[src/dct_map.vh]
// dct_map.vh: register offsets, field positions and reset values of the
// dual counter/timer with demodulation capture and ping-pong mode.
// assumes an APB slave with 32-bit data, one aligned word per register.
`ifndef DCT_MAP_VH
`define DCT_MAP_VH

// ----------------------------------------------------------------------
// register byte offsets
// ----------------------------------------------------------------------
`define DCT_OFF_NARROW_CTRL   8'h00
`define DCT_OFF_SHARED_CTRL   8'h04
`define DCT_OFF_WIDE_CTRL     8'h08
`define DCT_OFF_NARROW_RELOAD 8'h0C
`define DCT_OFF_RELOAD_LOW    8'h10
`define DCT_OFF_RELOAD_HIGH   8'h14
`define DCT_OFF_CAPTURE_LOW   8'h18
`define DCT_OFF_CAPTURE_HIGH  8'h1C
`define DCT_OFF_IRQ_STATUS    8'h20
`define DCT_OFF_IRQ_MASK      8'h24
`define DCT_OFF_COUNT_VIEW    8'h28

// ----------------------------------------------------------------------
// field positions
// ----------------------------------------------------------------------
`define DCT_BIT_ENABLE      7
`define DCT_BIT_SINGLE_PASS 6
`define DCT_BIT_WIDE_IE     2
`define DCT_BIT_INPUT_SEL   7
`define DCT_BIT_DEMOD       6
`define DCT_BIT_EDGE_FALL   5
`define DCT_BIT_EDGE_RISE   4
`define DCT_BIT_PP_HI       3
`define DCT_BIT_PP_LO       2
`define DCT_BIT_STAT_FALL   1
`define DCT_BIT_STAT_RISE   0
`define DCT_PP_ON           2'h3
`define DCT_IRQ_NARROW_TO   0
`define DCT_IRQ_WIDE_TO     1
`define DCT_IRQ_CAPTURE     2

// ----------------------------------------------------------------------
// reset and load values
// ----------------------------------------------------------------------
`define DCT_RST_CTRL     8'h00
`define DCT_RST_BYTE     8'h00
`define DCT_RST_IRQ      3'h0
`define DCT_DEMOD_RELOAD 16'hFFFF
`define DCT_TIMEOUT_CNT  1

`endif

[src/dct_edge_detect.v]
// dct_edge_detect.v: input pin select and edge detector for the 16-bit counter.
// assumes both pins are synchronous to pclk.
`timescale 1ns/10ps

// ----------------------------------------------------------------------
// edge detector
// ----------------------------------------------------------------------
module dct_edge_detect (
  input wire pclk,
  input wire presetn,
  input wire ce,
  input wire sel_port2,
  input wire port3_edge_input,
  input wire port2_edge_input,
  output wire rise,
  output wire fall
);
  reg prev_reg; // last sampled level of the chosen pin
  wire level; // chosen pin

  // pin mux: switching pins may look like one edge, software arms after
  assign level = sel_port2 ? port2_edge_input : port3_edge_input;

  // level history, frozen while ce is low
  always @(posedge pclk or negedge presetn) begin
    if (!presetn) begin
      prev_reg <= 1'b0;
    end else if (ce) begin
      prev_reg <= level;
    end
  end

  // combinational pulses, valid in the cycle the new level is seen
  assign rise = level & ~prev_reg;
  assign fall = ~level & prev_reg;
endmodule

[src/dct_timer.v]
// dct_timer.v: 8-bit and 16-bit counter/timers with APB register access,
// demodulation capture, ping-pong alternation and a masked interrupt.
// assumes pins synchronous to pclk and a well-behaved APB master.
//
// Design decisions made here: register access over APB and the register addresses.
`timescale 1ns/10ps
`include "dct_map.vh"

module dct_timer (
  input wire pclk,
  input wire presetn,
  input wire ce,
  input wire psel,
  input wire penable,
  input wire pwrite,
  input wire [7:0] paddr,
  input wire [31:0] pwdata,
  output reg [31:0] prdata,
  output reg pready,
  output reg pslverr,
  input wire port3_edge_input,
  input wire port2_edge_input,
  output reg wide_counter_output,
  output reg irq
);
  // ----------------------------------------------------------------------
  // state
  // ----------------------------------------------------------------------
  // control and reload bytes written by software
  reg [7:0] narrow_counter_control_reg, narrow_counter_control_next; // enable, single-pass
  reg [7:0] shared_counter_control_reg, shared_counter_control_next; // pin, mode, edges
  reg [7:0] wide_counter_control_reg, wide_counter_control_next; // enable, mode, ie
  reg [7:0] narrow_reload_reg, narrow_reload_next; // 8-bit initial count
  reg [7:0] wide_reload_low_byte_reg, wide_reload_low_byte_next;
  reg [7:0] wide_reload_high_byte_reg, wide_reload_high_byte_next;
  // hardware-written capture bytes and live counts
  reg [7:0] capture_low_byte_reg, capture_low_byte_next;
  reg [7:0] capture_high_byte_reg, capture_high_byte_next;
  reg [7:0] eight_bit_counter_reg, eight_bit_counter_next;
  reg [15:0] sixteen_bit_counter_reg, sixteen_bit_counter_next;
  reg demod_counting_reg, demod_counting_next; // first edge seen
  reg [2:0] irq_status_reg, irq_status_next; // sticky events
  reg [2:0] irq_mask_reg, irq_mask_next; // 1 lets the event through
  // next values and per-cycle helpers, all combinational
  reg wide_out_next;
  reg irq_next;
  reg [31:0] read_data; // read mux
  reg addr_ok; // address decodes
  reg wr_access, rd_access; // access-phase edges
  reg start_narrow, start_wide; // restart with reload
  reg [2:0] events; // this cycle's interrupt events
  reg edge_hit; // qualifying edge
  wire edge_rise, edge_fall;
  wire pingpong_on;
  wire demod_on;

  // mode decodes: ping-pong for both counter branches, demod for the 16-bit one
  assign pingpong_on = shared_counter_control_reg[`DCT_BIT_PP_HI:`DCT_BIT_PP_LO] == `DCT_PP_ON;
  assign demod_on = shared_counter_control_reg[`DCT_BIT_DEMOD];

  // ----------------------------------------------------------------------
  // edge input
  // ----------------------------------------------------------------------
  // a pin change while armed may look like one edge to the detector
  dct_edge_detect u_edge (
    .pclk(pclk),
    .presetn(presetn),
    .ce(ce),
    .sel_port2(shared_counter_control_reg[`DCT_BIT_INPUT_SEL]),
    .port3_edge_input(port3_edge_input),
    .port2_edge_input(port2_edge_input),
    .rise(edge_rise),
    .fall(edge_fall)
  );

  // ----------------------------------------------------------------------
  // read mux and decode
  // ----------------------------------------------------------------------
  // data is sampled in the setup cycle, so reads see pre-access state
  always @* begin
    read_data = 32'h00000000;
    addr_ok = 1'b1;
    case (paddr)
      `DCT_OFF_NARROW_CTRL: read_data[7:0] = narrow_counter_control_reg;
      `DCT_OFF_SHARED_CTRL: read_data[7:0] = shared_counter_control_reg;
      `DCT_OFF_WIDE_CTRL: read_data[7:0] = wide_counter_control_reg;
      `DCT_OFF_NARROW_RELOAD: read_data[7:0] = narrow_reload_reg;
      `DCT_OFF_RELOAD_LOW: read_data[7:0] = wide_reload_low_byte_reg;
      `DCT_OFF_RELOAD_HIGH: read_data[7:0] = wide_reload_high_byte_reg;
      `DCT_OFF_CAPTURE_LOW: read_data[7:0] = capture_low_byte_reg;
      `DCT_OFF_CAPTURE_HIGH: read_data[7:0] = capture_high_byte_reg;
      `DCT_OFF_IRQ_STATUS: read_data[2:0] = irq_status_reg;
      `DCT_OFF_IRQ_MASK: read_data[2:0] = irq_mask_reg;
      `DCT_OFF_COUNT_VIEW: read_data[23:0] = {sixteen_bit_counter_reg, eight_bit_counter_reg};
      default: addr_ok = 1'b0; // unmapped: zero data, error
    endcase
  end

  // ----------------------------------------------------------------------
  // next state
  // ----------------------------------------------------------------------
  // writes first, hardware actions after, so hardware wins a same-cycle clash
  always @* begin
    narrow_counter_control_next = narrow_counter_control_reg;
    shared_counter_control_next = shared_counter_control_reg;
    wide_counter_control_next = wide_counter_control_reg;
    narrow_reload_next = narrow_reload_reg;
    wide_reload_low_byte_next = wide_reload_low_byte_reg;
    wide_reload_high_byte_next = wide_reload_high_byte_reg;
    capture_low_byte_next = capture_low_byte_reg;
    capture_high_byte_next = capture_high_byte_reg;
    eight_bit_counter_next = eight_bit_counter_reg;
    sixteen_bit_counter_next = sixteen_bit_counter_reg;
    demod_counting_next = demod_counting_reg;
    irq_mask_next = irq_mask_reg;
    wide_out_next = wide_counter_output;
    events = 3'h0;
    start_narrow = 1'b0;
    start_wide = 1'b0;
    wr_access = psel & penable & pready & pwrite;
    rd_access = psel & penable & pready & ~pwrite;
    edge_hit = (shared_counter_control_reg[`DCT_BIT_EDGE_RISE] & edge_rise) |
               (shared_counter_control_reg[`DCT_BIT_EDGE_FALL] & edge_fall);

    // software writes; a 0 to 1 enable write restarts the counter
    if (wr_access) begin
      case (paddr)
        `DCT_OFF_NARROW_CTRL: begin
          narrow_counter_control_next = pwdata[7:0];
          start_narrow = pwdata[`DCT_BIT_ENABLE] &
                         ~narrow_counter_control_reg[`DCT_BIT_ENABLE];
        end
        `DCT_OFF_SHARED_CTRL: begin
          // status bits are write-one-to-clear
          shared_counter_control_next = {pwdata[7:2],
                                         shared_counter_control_reg[1:0] & ~pwdata[1:0]};
        end
        `DCT_OFF_WIDE_CTRL: begin
          wide_counter_control_next = pwdata[7:0];
          start_wide = pwdata[`DCT_BIT_ENABLE] &
                       ~wide_counter_control_reg[`DCT_BIT_ENABLE];
        end
        `DCT_OFF_NARROW_RELOAD: narrow_reload_next = pwdata[7:0];
        `DCT_OFF_RELOAD_LOW: wide_reload_low_byte_next = pwdata[7:0];
        `DCT_OFF_RELOAD_HIGH: wide_reload_high_byte_next = pwdata[7:0];
        `DCT_OFF_IRQ_MASK: irq_mask_next = pwdata[2:0];
        default: begin
          // read-only or unmapped: ignored
        end
      endcase
    end

    // 8-bit counter: timeout when the count is one, in place of the step to zero
    // ping-pong hands over and single-pass stops at timeout; otherwise the reload comes back
    if (narrow_counter_control_reg[`DCT_BIT_ENABLE] && !start_narrow) begin
      if (eight_bit_counter_reg == `DCT_TIMEOUT_CNT) begin
        events[`DCT_IRQ_NARROW_TO] = 1'b1;
        if (pingpong_on) begin
          // hand over to the 16-bit counter
          narrow_counter_control_next[`DCT_BIT_ENABLE] = 1'b0;
          wide_counter_control_next[`DCT_BIT_ENABLE] = 1'b1;
          start_wide = 1'b1;
        end else if (narrow_counter_control_reg[`DCT_BIT_SINGLE_PASS]) begin
          narrow_counter_control_next[`DCT_BIT_ENABLE] = 1'b0;
        end else begin
          eight_bit_counter_next = narrow_reload_reg;
        end
      end else begin
        eight_bit_counter_next = eight_bit_counter_reg - 8'h01;
      end
    end

    // 16-bit counter
    // demod measures gaps and never times out; only the arming edge captures if mode bit set
    if (wide_counter_control_reg[`DCT_BIT_ENABLE] && !start_wide) begin
      if (demod_on) begin
        if (edge_hit && !demod_counting_reg) begin
          // first edge: capture, reload and start counting
          capture_high_byte_next = ~sixteen_bit_counter_reg[15:8];
          capture_low_byte_next = ~sixteen_bit_counter_reg[7:0];
          sixteen_bit_counter_next = `DCT_DEMOD_RELOAD;
          demod_counting_next = 1'b1;
        end else if (edge_hit && !wide_counter_control_reg[`DCT_BIT_SINGLE_PASS]) begin
          // later edge: complemented count is the space time
          capture_high_byte_next = ~sixteen_bit_counter_reg[15:8];
          capture_low_byte_next = ~sixteen_bit_counter_reg[7:0];
          if (edge_rise) begin
            shared_counter_control_next[`DCT_BIT_STAT_RISE] = 1'b1;
          end else begin
            shared_counter_control_next[`DCT_BIT_STAT_FALL] = 1'b1;
          end
          events[`DCT_IRQ_CAPTURE] = wide_counter_control_reg[`DCT_BIT_WIDE_IE];
          sixteen_bit_counter_next = `DCT_DEMOD_RELOAD;
        end else if (demod_counting_reg) begin
          // no timeout while measuring, the count just wraps
          sixteen_bit_counter_next = sixteen_bit_counter_reg - 16'h0001;
        end
      end else if (sixteen_bit_counter_reg == `DCT_TIMEOUT_CNT) begin
        events[`DCT_IRQ_WIDE_TO] = 1'b1;
        wide_out_next = ~wide_counter_output;
        if (pingpong_on) begin
          // hand over to the 8-bit counter
          wide_counter_control_next[`DCT_BIT_ENABLE] = 1'b0;
          narrow_counter_control_next[`DCT_BIT_ENABLE] = 1'b1;
          start_narrow = 1'b1;
        end else if (wide_counter_control_reg[`DCT_BIT_SINGLE_PASS]) begin
          wide_counter_control_next[`DCT_BIT_ENABLE] = 1'b0;
        end else begin
          sixteen_bit_counter_next = {wide_reload_high_byte_reg, wide_reload_low_byte_reg};
        end
      end else begin
        // zero steps to all ones with no timeout
        sixteen_bit_counter_next = sixteen_bit_counter_reg - 16'h0001;
      end
    end

    // restart loads the initial value, never the stale count
    if (start_narrow) begin
      eight_bit_counter_next = narrow_reload_reg;
    end
    // a wide restart also forgets the arming edge of demodulation
    if (start_wide) begin
      sixteen_bit_counter_next = {wide_reload_high_byte_reg, wide_reload_low_byte_reg};
      demod_counting_next = 1'b0;
    end

    // sticky status: read clears, a same-cycle event wins
    if (rd_access && paddr == `DCT_OFF_IRQ_STATUS) begin
      irq_status_next = events;
    end else begin
      irq_status_next = irq_status_reg | events;
    end
    // built from next values so irq rises with its status bit
    irq_next = |(irq_status_next & irq_mask_next);
  end

  // ----------------------------------------------------------------------
  // registers
  // ----------------------------------------------------------------------
  // everything, bus answer included, holds while ce is low
  always @(posedge pclk or negedge presetn) begin
    if (!presetn) begin
      narrow_counter_control_reg <= `DCT_RST_CTRL;
      shared_counter_control_reg <= `DCT_RST_CTRL;
      wide_counter_control_reg <= `DCT_RST_CTRL;
      narrow_reload_reg <= `DCT_RST_BYTE;
      wide_reload_low_byte_reg <= `DCT_RST_BYTE;
      wide_reload_high_byte_reg <= `DCT_RST_BYTE;
      capture_low_byte_reg <= `DCT_RST_BYTE;
      capture_high_byte_reg <= `DCT_RST_BYTE;
      eight_bit_counter_reg <= `DCT_RST_BYTE;
      sixteen_bit_counter_reg <= 16'h0000;
      demod_counting_reg <= 1'b0;
      irq_status_reg <= `DCT_RST_IRQ;
      irq_mask_reg <= `DCT_RST_IRQ;
      wide_counter_output <= 1'b0;
      irq <= 1'b0;
      prdata <= 32'h00000000;
      pready <= 1'b0;
      pslverr <= 1'b0;
    end else if (ce) begin
      narrow_counter_control_reg <= narrow_counter_control_next;
      shared_counter_control_reg <= shared_counter_control_next;
      wide_counter_control_reg <= wide_counter_control_next;
      narrow_reload_reg <= narrow_reload_next;
      wide_reload_low_byte_reg <= wide_reload_low_byte_next;
      wide_reload_high_byte_reg <= wide_reload_high_byte_next;
      capture_low_byte_reg <= capture_low_byte_next;
      capture_high_byte_reg <= capture_high_byte_next;
      eight_bit_counter_reg <= eight_bit_counter_next;
      sixteen_bit_counter_reg <= sixteen_bit_counter_next;
      demod_counting_reg <= demod_counting_next;
      irq_status_reg <= irq_status_next;
      irq_mask_reg <= irq_mask_next;
      wide_counter_output <= wide_out_next;
      irq <= irq_next;
      // one wait-free access: ready is raised at the setup edge
      // ready pulses one cycle; the !pready term stops a held setup retriggering
      if (psel && !penable && !pready) begin
        pready <= 1'b1;
        prdata <= pwrite ? 32'h00000000 : read_data;
        pslverr <= ~addr_ok;
      end else begin
        pready <= 1'b0;
        pslverr <= 1'b0;
      end
    end
  end
endmodule

[config.mk]
export PLATFORM = sky130hd
export DESIGN_NAME = dct_timer
export DESIGN_NICKNAME = d
export VERILOG_FILES = /design/src/dct_edge_detect.v /design/src/dct_timer.v
export VERILOG_INCLUDE_DIRS = /design/src
export SDC_FILE = /design/constraint.sdc
export NUM_CORES = 1
export LEC_CHECK = 0
export ABC_AREA = 1
export ABC_CLOCK_PERIOD_IN_PS = 3600
export BUFFER_PORTS_ARGS = -buffer_cell sky130_fd_sc_hd__buf_2
export CORE_AREA = 5 5 147 149
export CTS_BUF_LIST = sky130_fd_sc_hd__clkbuf_4
export DETAILED_ROUTE_END_ITERATION = 12
export DIE_AREA = 0 0 152 154
export PLACE_DENSITY = 0.54
export REMOVE_ABC_BUFFERS = 1
export SYNTH_ARGS = -nofsm -noshare
export SYNTH_HDL_FRONTEND = slang
export SYNTH_HIERARCHICAL = 1
export SYNTH_SLANG_ARGS = --single-unit
[constraint.sdc]
create_clock -name pclk -period 3.6 [get_ports pclk]
set_clock_uncertainty 0.15 [all_clocks]
set_input_delay 0.18 -clock pclk [delete_from_list [all_inputs] [get_ports pclk]]
set_output_delay 0.18 -clock pclk [all_outputs]
set_load 0.1 [all_outputs]
* Yosys cells after proc, flatten, opt, wreduce, memory -nomap -nowiden *
Index checks and enable logic that the tools add are counted.

word-level totals
  register bits after elaboration = 132
  input port bits = 48
  output and inout bits = 36
  logic and storage cells = 180

operators by class
  add/subtract/negate cells = 2
  equality and inequality tests = 18
  mux-type cells = 80
  bitwise gates (word level) = 25
  reductions and logical operators = 33

operators by type and width
  cell                   number
  $mux 16                10
  $mux 8                 13
  $pmux 5 s9             1
  $mux 1                 44
  $pmux 3 s11            1
  $eq 8x5->1 const B     4
  $eq 8x6->1 const B     3
  $mux 24                1
  $reduce_and 3->1       6
  $eq 16x1->1 const B    1
  $eq 8x4->1 const B     2
  $not 8->8              2
  $reduce_and 4->1       4
  $sub 16x1->16 const B  1
  $mux 2                 7
  $reduce_or 11->1       1
  $and 1x1->1            10
  $reduce_bool 2->1      5
  $mux 3                 3
  $eq 8x1->1 const B     1
  $eq 8x3->1 const B     1
  $logic_not 8->1        1
  $ne 4x4->1 const B     2
  $not 1->1              8
  14 further kinds       26

* Longest topological paths before layout *
  depth after elaboration = 14
  depth in mapped cells = 14

* By module *
Netlist, hierarchy kept.

modules (own cells, without submodules)
  module           instances  cells each  area each (µm²)
  dct_timer        1          884         6,814.0
  dct_edge_detect  1          13          80.1

* Least setup slack after synthesis *
No wires, ideal clock.

  path type = flip-flop to flip-flop
  start point = reg pready
  end point = reg sixteen_bit_counter_reg[11]
  arrival = 2.115 ns
  required time = 3.330 ns
  path slack = 1.215 ns
  cell stages (with the launch flop) = 11
  path buffers = 1
  cells stage by stage = dfrtp_1 -> nand4_1 -> nor2_1 -> nand3_4 -> nand2_2 -> nand2_2 -> nand2_2 -> nand2_4 -> buf_4 -> nand2_1 -> nand2_1

on the way
  word-level cells in the longest chain between the ends = 10
  elaborated cells on any way between the ends = 17
  those cells by class = eq/ne: 3; mux: 6; bitwise: 2; reduce/logical: 6

RTL lines
  element                                      RTL line                          RTL
  from (decl)                                  dct_timer.v:19                    output reg pready,
  from (signal assigned)                       dct_timer.v:259                   pready <= 1'b0;
  from (signal assigned)                       dct_timer.v:280                   pready <= 1'b1;
  from (signal assigned)                       dct_timer.v:284                   pready <= 1'b0;
  $and 1x1->1 (*) (2 in a row)                 dct_timer.v:120                   wr_access = psel & penable & pready & pwrite;
  $mux 1                                       dct_timer.v:126                   if (wr_access) begin
  $mux 1 or $logic_not 1->1 (tied branches)    dct_timer.v:158, dct_timer.v:155
  $mux 1 or $logic_and 1x1->1 (tied branches)  dct_timer.v:156, dct_timer.v:155
  $mux 1 (*)                                   dct_timer.v:155                   if (narrow_counter_control_reg[`DCT_BIT_ENABLE] && !start_narrow) begin
  $logic_not 1->1                              dct_timer.v:175                   if (wide_counter_control_reg[`DCT_BIT_ENABLE] && !start_wide) begin
  $logic_and 1x1->1                            dct_timer.v:175
  $reduce_bool 2->1 (no source line)           n/a
  $reduce_and 5->1 (no source line)            n/a
  to (signal assigned)                         dct_timer.v:271                   sixteen_bit_counter_reg <= sixteen_bit_counter_next;
  to (decl)                                    dct_timer.v:40                    reg [15:0] sixteen_bit_counter_reg, sixteen_bit_counter_next;

Every way passes the cells marked *; elsewhere a longest branch is shown, timed or not.
A chain may end at the register's enable or synchronous reset.

* Worst setup path in the final report *
  start point = reg pready
  end point = reg prdata[17]

on the way
  word-level cells in the longest chain between the ends = 3

RTL lines
  element                            RTL line         RTL
  $logic_not 1->1                    dct_timer.v:279  if (psel && !penable && !pready) begin
  $logic_and 1x1->1                  dct_timer.v:279
  $reduce_and 2->1 (no source line)  n/a
  to (signal assigned)               dct_timer.v:281  prdata <= pwrite ? 32'h00000000 : read_data;
  to (decl)                          dct_timer.v:18   output reg [31:0] prdata,

Every way passes these cells.

==> results.py <==
metrics = {
    "yosys": {
        "seq_area_frac_synth": 0.450,
        "netlist_area_um2": 6890,
        "yosys.cell_types.count": 47,
        "ys.flop_type": "dfrtp_1",
        "synth_cells": 897,
        "yosys_warnings": 6,
        "synth-edff-count": 0,
        "synthTopCellsByArea": "dfrtp_1 (45%), nand2_1 (18%), o21ai_0 (7.7%)",
        "synthArstFlopShare": 1.00,
        "synth_top_area_cell": "dfrtp_1",
        "yosysTopAreaCellShare": 0.450,
        "ys_seq_elements": 124,
        "synth.avg_cell_area_um2": 7.69,
    },
    "critical_path": {
        "cp-start-kind": "flop",
        "crit_required_ns": 3.89,
        "worstPathArrival_ns": 2.55,
        "cp_max_fo": 27,
        "cp-end-kind": "flop",
        "r2r-start": "pready",
        "path_class": "reg -> reg",
        "cp-startpoint": "pready",
    },
    "sta": {
        "rsz0062_at_grt": "no",
        "setup_viol": 0,
        "fmaxAchievable_mhz": 444,
        "drv_slew": 0,
        "timing.final.crit_share": 0.626,
        "fin_setup_tns_ns": 0,
        "slew_headroom": 0.560,
        "tightest_slew_ns": 0.656,
        "finalHoldViolCount": 0,
        "fin_crit_ns": 2.25,
    },
    "pwr": {
        "switching_share": 0.389,
        "power.switching_mw": 1.57,
        "seqPwrFrac": 0.433,
        "pwr-share-comb": 0.302,
        "vdd_drop_max_uv": 174,
        "leakagePower_nw": 3.90,
        "clockPowerShare": 0.265,
        "internal_power_mw": 2.46,
        "power_density_nw_per_um2": 514,
    },
    "placed_design": {
        "place_hpwl_mm": 15.7,
        "portBuffers": 51,
        "dpl.cell_count": 1198,
        "place_congestion": 0.897,
    },
    "cts": {
        "clkTransAtPathRegs_ns": 0.13,
        "clock-sinks": 124,
        "postCtsHoldBufs": 17,
        "cts_tree": "done",
        "clk_latency_ns": 0.56,
        "numCtsBuffers": 17,
        "htreeDepth": 4,
        "cts_root_buffer": "clkbuf_4",
        "cts_buffer_depth": 2,
        "postCtsSetupBuffers": 0,
        "cts_resized": 0,
    },
    "routing": {
        "postRouteAntennaNets": 0,
        "via_per_inst": 4.80,
        "drt_iter0_drc": 466,
        "routedWlPerCell_um": 16.7,
        "drcViolationCount": 0,
        "wirelength_mm": 20.9,
        "firstDrtPassIters": 5,
        "vias": 5996,
    },
    "floorplan": {
        "ios": 84,
        "die_y_um": 154,
        "start_util": 0.344,
        "rows": 52,
        "dieArea_um2": 23400,
        "die_w_um": 152,
        "core_um2": 20000,
    },
    "grt": {
        "gr-total-overflow": 0,
        "gr-usage-all-layers": 0.182,
        "antenna_found_initial": 1,
        "grt_max_degree": 78,
        "grt_pass1_wl_mm": 33.5,
        "grt_pass1_vias": 5770,
    },
    "cells_and_area": {
        "largest_reg_flops": 24,
        "drive_gt1_frac": 0.144,
        "design.final.nets": 1016,
        "final_cell_count_no_fill": 1248,
        "area_delta_synth_final_pct": 13.9,
    },
    "status": {
        "status": "finished clean",
    },
    "flow_run": {
        "cap_violations": 0,
    },
    "min_path": {
        "holdCritPathClass": "in -> async",
    },
}
[layout make-up]
| class | count | area [µm²] |
|---|---|---|
| Sequential cell | 124 | 3100 |
| Multi-Input combinational cell | 673 | 3340 |
| Clock inverter | 13 | 164 |
| Antenna cell | 1 | 2.50 |
| Tap cell | 270 | 338 |
| Fill cell | 2140 | 12200 |
| Inverter | 77 | 294 |
| Clock buffer | 19 | 143 |
| Timing Repair Buffer | 71 | 463 |
[power groups by stage]
stage | clock network, mW | registers [mW] | logic [mW]
6_report | 1.07 | 1.75 | 1.22
5_1_grt | 1.14 | 1.77 | 1.38
4_1_cts | 1.10 | 1.74 | 1.22
3_5_place_dp | 0 | 1.77 | 1.20
3_3_place_gp | 0 | 1.77 | 1.20
2_1_floorplan | 0 | 1.74 | 0.894
[stage by stage]
step	hold WS (ns)	util	power (mW)	instance area, µm²	setup slack, ns
floorplan	-0.266	-	2.64	6740	1.22
global placement	0.103	0.368	2.97	7370	1.36
detailed placement	0.104	0.368	2.97	7370	1.34
CTS	0.00251	0.392	4.06	7850	1.31
global route	0.0660	0.392	4.30	7850	1.10
finish	0.0259	0.392	4.03	7850	1.35
[critical path: stages, from the launching register on]
cell and delay (ns):
dfrtp_1 0.46, nor3_2 0.21, inv_2 0.22, nor2_2 0.40
nand3_1 0.41, o21ai_0 0.31
[worst paths after layout]
path	end	slack (ns)	cells past startpoint
setup / recovery	prdata[17]	1.35	5
hold / removal	narrow_counter_control_reg[3]	0.03	2
setup reg to reg	prdata[17]	1.35	5
hold reg to reg	wide_counter_output	0.32	1
max in group asynchronous	pslverr	2.42	3
min in group pclk	pslverr	0.04	5
[synthesized netlist by cell type, types with 5 or more instances]
| cell type | count |
|---|---|
| xor2_1 | 15 |
| a21oi_1 | 10 |
| buf_4 | 10 |
| nor3_1 | 7 |
| nor2_2 | 7 |
| inv_1 | 66 |
| dfrtp_1 | 124 |
| o21ai_1 | 6 |
| nand2_1 | 326 |
| buf_2 | 8 |
| nand4_1 | 12 |
| nand3_4 | 6 |
| nor2_1 | 53 |
| nor2_4 | 5 |
| nand2_2 | 6 |
| inv_2 | 8 |
| nand3_2 | 12 |
| clkbuf_1 | 9 |
| o21ai_0 | 106 |
| nand3_1 | 56 |
[placed cells by master (no fill, tap or decap), drive strengths merged, types with 10 or more instances in the layout]
cell type,n
nand2,337
dfrtp,124
o21ai,112
inv,79
nand3,74
nor2,67
buf,54
clkbuf,19
dlygate4sd3,17
xor2,15
nand4,13
a21oi,10
[layer usage]
| layer | track usage | vias up | share of wire | wire length (µm) |
|---|---|---|---|---|
| met3 | 0.0410 | 22 | 0.052 | 1090 |
| li1 | - | 3024 | - | - |
| met4 | 0.0548 | 0 | 0.017 | 364 |
| met1 | 0.256 | 2790 | 0.49 | 10100 |
| met5 | 0 | - | 0 | 0 |
| met2 | 0.280 | 160 | 0.45 | 9280 |
[cell families (layout without fill, tap and decap cells)]
| group | count (synthesis) | in the layout | synth area share |
|---|---|---|---|
| compound gates | 140 | 140 | 0.109 |
| other cells | 1 | 9 | 0.000544 |
| fa+ha+maj | 4 | 4 | 0.00726 |
| xor+xnor | 19 | 19 | 0.0241 |
| buf+inv | 107 | 180 | 0.0686 |
| simple gates | 502 | 502 | 0.340 |
| flops | 124 | 124 | 0.450 |
Power figures use the tool's default switching activity.
